File: config.mk
export PLATFORM = sky130hd
export DESIGN_NAME = dprc_port_ctrl
export DESIGN_NICKNAME = d
export VERILOG_FILES = /design/src/dprc_pkg.sv /design/src/dprc_in_sync.sv /design/src/dprc_port_ctrl.sv
export SDC_FILE = /design/constraint.sdc
export NUM_CORES = 1
export LEC_CHECK = 0
export BUFFER_PORTS_ARGS = -buffer_cell sky130_fd_sc_hd__buf_2
export CORE_ASPECT_RATIO = 0.7
export CORE_MARGIN = 2
export CORE_UTILIZATION = 53
export CTS_BUF_LIST = sky130_fd_sc_hd__clkbuf_8
export DETAILED_ROUTE_END_ITERATION = 12
export PLACE_DENSITY_LB_ADDON = 0.08
export SYNTH_ARGS = -nofsm -noshare
export SYNTH_HDL_FRONTEND = slang
export SYNTH_SLANG_ARGS = --single-unit
File: constraint.sdc
create_clock -name clk -period 2.2 [get_ports clk]
set_clock_uncertainty 0.05 [all_clocks]
set_input_delay 0.11 -clock clk [delete_from_list [all_inputs] [get_ports clk]]
set_output_delay 0.11 -clock clk [all_outputs]
set_load 0.01 [all_outputs]
File: src/dprc_pkg.sv
// Purpose: constants for the two-port memory port controller
// Assumes: 250 MHz clk, one memory port driven from synchronous logic
// Notes: timing counts are cycles of clk
package dprc_pkg;
   localparam int DATA_W = 18;
   localparam int ADDR_W = 18;
   localparam int BYTE_W = 9;
   localparam int FLAG_ADDR_W = 3;
   localparam int CLK_PERIOD_PS = 4000;
   // access time of the memory, ps
   localparam int ACCESS_PS = 15000;
   localparam int ACCESS_CYC = (ACCESS_PS + CLK_PERIOD_PS - 1) / CLK_PERIOD_PS;
   localparam logic [2:0] CNT_LOAD = 3'(ACCESS_CYC);
   localparam logic [1:0] OP_READ = 2'h0;
   localparam logic [1:0] OP_WRITE = 2'h1;
   localparam logic [1:0] OP_FLAG_READ = 2'h2;
   localparam logic [1:0] OP_FLAG_WRITE = 2'h3;
   typedef enum logic [1:0] {
      ST_IDLE = 2'b00,
      ST_SETUP = 2'b01,
      ST_STROBE = 2'b11,
      ST_FINISH = 2'b10
   } dprc_state_e;
endpackage : dprc_pkg

File: src/dprc_in_sync.sv
// Purpose: two-flop synchroniser for the memory data pins
// Assumes: pins change asynchronously to clk
// Notes: only the second stage is visible
`timescale 1ns/1ps
`default_nettype none
module dprc_in_sync (
   input wire logic clk, // clock
   input wire logic resetn, // async reset, low
   input wire logic [dprc_pkg::DATA_W-1:0] dIn, // raw pins
   output logic [dprc_pkg::DATA_W-1:0] dOut // synchronised
);
   import dprc_pkg::*;
   logic [DATA_W-1:0] meta_ff;
   logic [DATA_W-1:0] sync_ff;
   always_ff @(posedge clk or negedge resetn) begin
      if (!resetn) begin
         meta_ff <= '0;
         sync_ff <= '0;
      end else begin
         meta_ff <= dIn;
         sync_ff <= meta_ff;
      end
   end
   assign dOut = sync_ff;
endmodule : dprc_in_sync
`default_nettype wire

File: src/dprc_port_ctrl.sv
// Purpose: bus master that drives one port of a two-port static memory
// Assumes: request held stable while reqValid and not reqReady
// Notes: one access at a time; flag writes commit on the rising write strobe
//
// Notes on behaviour
// write with only lower byte select stores low byte; upper lines left undriven
// upper-only write stores upper byte; both selects low stores both bytes
// flag read drives each byte group only when its select is held low
// flag read: chip deselected, flag enable, read, output enable and both selects low
// flag write: chip deselected, flag enable and lower select low, rising write strobe
// eight flags chosen by the three lowest address bits
// flag written from data bit zero, read back on every data line
// idle deselects port; array reads need output enable; never chip and flag together
`timescale 1ns/1ps
`default_nettype none
module dprc_port_ctrl (
   input wire logic clk, // clock
   input wire logic resetn, // async reset, low
   input wire logic reqValid, // request present
   output logic reqReady, // request taken
   input wire logic [1:0] reqOp, // operation code
   input wire logic [dprc_pkg::ADDR_W-1:0] reqAddr, // word or flag address
   input wire logic [dprc_pkg::DATA_W-1:0] reqWdata, // write data
   input wire logic [1:0] reqByteEn, // bit1 upper, bit0 lower
   output logic rspValid, // read data valid pulse
   output logic [dprc_pkg::DATA_W-1:0] rspRdata, // read data
   output logic selectLowActiveN, // chip enable 0, low active
   output logic selectHighActive, // chip enable 1, high active
   output logic flagAccessEnableN, // flag enable, low active
   output logic readWriteN, // high read, low write
   output logic outputEnableN, // output enable, low active
   output logic upperByteSelectN, // upper byte select, low active
   output logic lowerByteSelectN, // lower byte select, low active
   output logic [dprc_pkg::ADDR_W-1:0] memAddr, // address pins
   output logic [dprc_pkg::DATA_W-1:0] memDataOut, // data pins, out
   output logic [dprc_pkg::DATA_W-1:0] memDataOe, // data pin enables
   input wire logic [dprc_pkg::DATA_W-1:0] memDataIn // data pins, in
);
   import dprc_pkg::*;

   // ****************************************
   // state
   // ****************************************
   dprc_state_e state_ff, nxt_state;
   logic [2:0] cnt_ff, nxt_cnt;
   logic [1:0] op_ff, nxt_op;
   logic [1:0] be_ff, nxt_be;
   logic [ADDR_W-1:0] addr_ff, nxt_addr;
   logic [DATA_W-1:0] wd_ff, nxt_wd;
   logic [DATA_W-1:0] rd_ff, nxt_rd;
   logic rv_ff, nxt_rv;
   logic [DATA_W-1:0] pinData;

   dprc_in_sync uSync (
      .clk(clk),
      .resetn(resetn),
      .dIn(memDataIn),
      .dOut(pinData)
   );

   function automatic logic isFlag(input logic [1:0] op);
      return op[1];
   endfunction : isFlag

   function automatic logic isWrite(input logic [1:0] op);
      return op[0];
   endfunction : isWrite

   assign reqReady = (state_ff == ST_IDLE);

   always_comb begin
      nxt_state = state_ff;
      nxt_cnt = cnt_ff;
      nxt_op = op_ff;
      nxt_be = be_ff;
      nxt_addr = addr_ff;
      nxt_wd = wd_ff;
      nxt_rd = rd_ff;
      nxt_rv = 1'b0;
      case (state_ff)
         ST_IDLE: begin
            if (reqValid) begin
               nxt_op = reqOp;
               // flag accesses use only the three low address bits
               nxt_addr = isFlag(reqOp) ?
                  {{(ADDR_W-FLAG_ADDR_W){1'b0}}, reqAddr[FLAG_ADDR_W-1:0]} : reqAddr;
               // a flag read drives both groups so the flag shows on every line
               nxt_be = (reqOp == OP_FLAG_READ) ? 2'b11 :
                  (reqOp == OP_FLAG_WRITE) ? 2'b01 : reqByteEn;
               nxt_wd = reqWdata;
               nxt_cnt = CNT_LOAD;
               nxt_state = ST_SETUP;
            end
         end
         ST_SETUP: begin
            nxt_cnt = CNT_LOAD;
            nxt_state = ST_STROBE;
         end
         ST_STROBE: begin
            if (cnt_ff == 3'h0) begin
               // two extra cycles for the synchroniser before sampling
               nxt_state = ST_FINISH;
               nxt_cnt = 3'h2;
            end else begin
               nxt_cnt = cnt_ff - 3'h1;
            end
         end
         ST_FINISH: begin
            if (isWrite(op_ff) || cnt_ff == 3'h0) begin
               nxt_state = ST_IDLE;
               if (!isWrite(op_ff)) begin
                  nxt_rd = pinData;
                  nxt_rv = 1'b1;
               end
            end else begin
               nxt_cnt = cnt_ff - 3'h1;
            end
         end
         default: nxt_state = ST_IDLE;
      endcase
   end

   always_ff @(posedge clk or negedge resetn) begin
      if (!resetn) begin
         state_ff <= ST_IDLE;
         cnt_ff <= 3'h0;
         op_ff <= OP_READ;
         be_ff <= 2'h0;
         addr_ff <= '0;
         wd_ff <= '0;
         rd_ff <= '0;
         rv_ff <= 1'b0;
      end else begin
         state_ff <= nxt_state;
         cnt_ff <= nxt_cnt;
         op_ff <= nxt_op;
         be_ff <= nxt_be;
         addr_ff <= nxt_addr;
         wd_ff <= nxt_wd;
         rd_ff <= nxt_rd;
         rv_ff <= nxt_rv;
      end
   end

   assign rspValid = rv_ff;
   assign rspRdata = rd_ff;

   // ****************************************
   // pin drive
   // ****************************************
   logic busy;
   logic [DATA_W-1:0] nxt_pinOut, pinOut_ff;
   logic [DATA_W-1:0] nxt_pinOe, pinOe_ff;
   logic [6:0] nxt_ctl, ctl_ff;

   assign busy = (state_ff != ST_IDLE);

   always_comb begin
      // ctl = {sel0n, sel1, flagn, rwn, oen, upn, lon}; idle deselects
      nxt_ctl = 7'h5b;
      nxt_pinOut = '0;
      nxt_pinOe = '0;
      if (busy && nxt_state != ST_IDLE) begin
         nxt_ctl[6] = isFlag(op_ff);
         nxt_ctl[5] = 1'b1;
         nxt_ctl[4] = !isFlag(op_ff);
         nxt_ctl[3] = !(isWrite(op_ff) && nxt_state == ST_STROBE);
         nxt_ctl[2] = isWrite(op_ff);
         nxt_ctl[1] = !be_ff[1];
         nxt_ctl[0] = !be_ff[0];
         if (isWrite(op_ff)) begin
            if (isFlag(op_ff)) begin
               nxt_pinOut = {{(DATA_W-1){1'b0}}, wd_ff[0]};
               nxt_pinOe = {{(DATA_W-1){1'b0}}, 1'b1};
            end else begin
               nxt_pinOut = wd_ff;
               nxt_pinOe = {{BYTE_W{be_ff[1]}}, {BYTE_W{be_ff[0]}}};
            end
         end
      end
   end

   always_ff @(posedge clk or negedge resetn) begin
      if (!resetn) begin
         ctl_ff <= 7'h5b;
         pinOut_ff <= '0;
         pinOe_ff <= '0;
      end else begin
         ctl_ff <= nxt_ctl;
         pinOut_ff <= nxt_pinOut;
         pinOe_ff <= nxt_pinOe;
      end
   end

   assign selectLowActiveN = ctl_ff[6];
   assign selectHighActive = ctl_ff[5];
   assign flagAccessEnableN = ctl_ff[4];
   assign readWriteN = ctl_ff[3];
   assign outputEnableN = ctl_ff[2];
   assign upperByteSelectN = ctl_ff[1];
   assign lowerByteSelectN = ctl_ff[0];
   assign memAddr = addr_ff;
   assign memDataOut = pinOut_ff;
   assign memDataOe = pinOe_ff;

   // ****************************************
   // checks
   // ****************************************
   wire chipSel = !selectLowActiveN && selectHighActive;
endmodule : dprc_port_ctrl
`default_nettype wire

==> out/metrics.csv <==
metric;value;unit
Clock Power Share;0.262;
P_int;5490;uW
GRT Resource Usage Total;0.204;
Final min period;1.95;ns
FF+latch count, synth;128;
grt ovf;0;
post-synth top area cell;dfrtp_1;
Leak;0.00330;uW
Final Cell Area;0.00636;mm^2
CTS buffer count;17;
final core occ;0.750;
Max Fclk;512;MHz
simple logic cell fraction of the synthesized area;0.0907;
post-synthesis xor/xnor area fraction;0;
Gate Count Post-Synth;311;
detailed-placement wirelength estimate;5380;um
Comb power frac;0.289;
Layout Nets;571;
slowest cell on the critical path;and3_4;
CTS tree;built;
synth unique cells;36;
Worst Path Max Fanout;19;
first-pass GRT wire length;14200;um
pins over their slew limit;0;
initial core utilization;0.548;
row count;28;
syn_nets;374;
vias in the first global route;2950;
Synth warnings;0;
Worst-path clk slew;0.07;ns
commonest non-fill, non-tap cell in the layout;buf_2;
most frequent cells in the layout;140 x buf_2, 123 x dfrtp_1, 59 x dlygate4sd3_1;
drt total wl;9160;um
Final WS setup;0.248;ns
period utilisation layout;0.887;
Setup violations, final;0;
core area;0.00848;mm^2
Post-Place Setup Slack;0.287;ns
synthesis-to-layout area growth;36.8;%
adder-cell share of the synthesized area;0.00538;
kind of critical path;reg2reg;
net load switching power;2350;uW
RSZ-0062 raised after global routing;false;
1st-pass router iterations;4;
largest net degree at the start of global routing;63;
share of cells above drive strength 1;0.443;
switching share of power;0.300;
HP Class;in2reg;
status;finished clean;
largest cells by area after synthesis;dfrtp_1 66%, mux2_4 10%, dfstp_2 2.8%;
Setup TNS;0;ns
antenna violations before repair;0;
port bufs;141;
WL/cell;14.3;um
CTS Sinks;128;
mapped cell area;0.00465;mm^2
Critical Path RT;2.47;ns
Clock Path Buffers;2;
DR vias/cell;4.56;
Synth top area share;0.662;
Placer Congestion;0.837;
post-synthesis compound-gate area fraction;0.0361;
worst path cell trace;inv_1 -> ha_1 -> nor2b_1 -> and3_4 -> mux2_2;
Die W;116;um
largest family of logic cells by synthesized area;multiplexers;
Cell Area, Placed;0.00536;mm^2
register area share after synthesis;0.690;
Reg power frac;0.448;
CTS root buffer;clkbuf_8;
CP max stage delay;0.44;ns
dominant synthesized flop cell;dfrtp_1;
die footprint;0.00955;mm^2
crit path DAT;2.22;ns
ant diodes;0;
Post-CTS Setup Inserts;0;
PD cells;1230;mW/mm^2
EDFF count, synth;0;
Clock Latency Late Sink;0.43;ns
syn_area_per_cell;14.9;um^2
post-synthesis mux area share;0.124;
Peak VDD IR;0.795;mV
Chip Height;82.4;um
startpoint types;flop;
DRC viols;0;
final count of hold timing violations;0;
antenna violation net count after detailed routing;0;
Worst Tran Pin Value;0.549;ns
fraction of registers with async set/reset;1.00;
DRT iter0 DRCs;91;
# IOs;142;
Max Cap Viol;0;
Worst Setup End Kind;flop;
deepest level of the CTS H-tree;4;
vias post-DR;2925;
max_slew headroom;0.634;
Fill cells;562;
cell families (layout without fill, tap and decap cells):
logic type      Yosys count  in the layout
compound gates           28             28
mux                      41             41
flops                   128            128
fa+ha+maj                 2              2
simple gates             78             78
buf+inv                  34            244
worst max-delay path: cells and delay by family, from the launching register on:
family,cells,cell delay (ns)
flops,1,0.40
buf+inv,1,0.11
simple gates,2,0.71
fa+ha+maj,1,0.19
mux,1,0.38
what timing repair did:
action / in CTS / in global routing
hold buffers: 59 / 0
setup endpoints to repair: 0 / 0
resized for setup: 0 / 0
hold endpoints to repair: 119 / 0
power by group through the flow:
stage | clock network (uW) | registers [uW] | logic (uW)
4_1_cts | 2110 | 3500 | 2280
6_report | 2060 | 3510 | 2270
2_1_floorplan | 0 | 3700 | 1230
5_1_grt | 2220 | 3610 | 2500
3_5_place_dp | 0 | 3530 | 2190
3_3_place_gp | 0 | 3510 | 2140
layer usage:
layer	share of wire	wire length, um	global-route usage
met5	0	0	0
met4	0.018	163	0.0917
met3	0.059	543	0.0766
met2	0.47	4330	0.313
met1	0.45	4120	0.264
cell type report:
class                      instances  area, um^2  share of cell area
multi-input combinational        149        1190               0.187
inverter                           6        22.5             0.00354
tap                              120         150              0.0236
timing repair buffer             206        1370               0.216
clock inverter                    14         165              0.0260
sequential                       128        3210               0.505
clock buffer                      18         248              0.0390
synthesized netlist by cell type (2+ instances only):
cell type and n:
and2_1 19, a21o_2 2, o21ai_0 17, clkbuf_1 4, nand2_1 26, buf_6 6
ha_1 2, buf_4 15, dfstp_2 5, dfrtp_1 123, nor2_1 6, nand2b_1 17
mux2_2 9, mux2_4 31, o21ai_1 2, inv_1 6, buf_2 2
registers in the layout (all words and copies together) (netlist names):
register / flops
ctl_ff: 7
be_ff: 2
wd_ff: 18
rspValid: 1
op_ff: 2
state_ff: 2
rspRdata: 18
memDataOut: 18
memDataOe: 3
uSync.meta_ff: 18
cnt_ff: 3
uSync.dOut: 18
memAddr: 18
stage by stage:
stage / hold WS (ns) / cells / power [uW]
2_1_floorplan: -0.236 / 311 / 4940
3_5_place_dp: 0.0684 / 550 / 5720
3_3_place_gp: 0.0664 / 550 / 5650
4_1_cts: 0.0405 / 641 / 7890
6_report: 0.0630 / 641 / 7840
5_1_grt: 0.0709 / 641 / 8330
path summary, 6_finish.rpt:
check                                      start       endpoint  slack, ns  cells past startpoint
min in group asynchronous                 resetn    memAddr[14]       0.16                      2
max in group asynchronous                 resetn      wd_ff[13]       1.20                      3
worst min-delay path                    reqOp[1]       be_ff[0]       0.06                      3
worst max register to register         cnt_ff[0]    rspRdata[1]       0.25                      5
worst min register to register  uSync.meta_ff[3]  uSync.dOut[3]       0.30                      0
worst max-delay path                   cnt_ff[0]    rspRdata[1]       0.25                      5
Note: power is estimated with default switching activity, not from simulation.
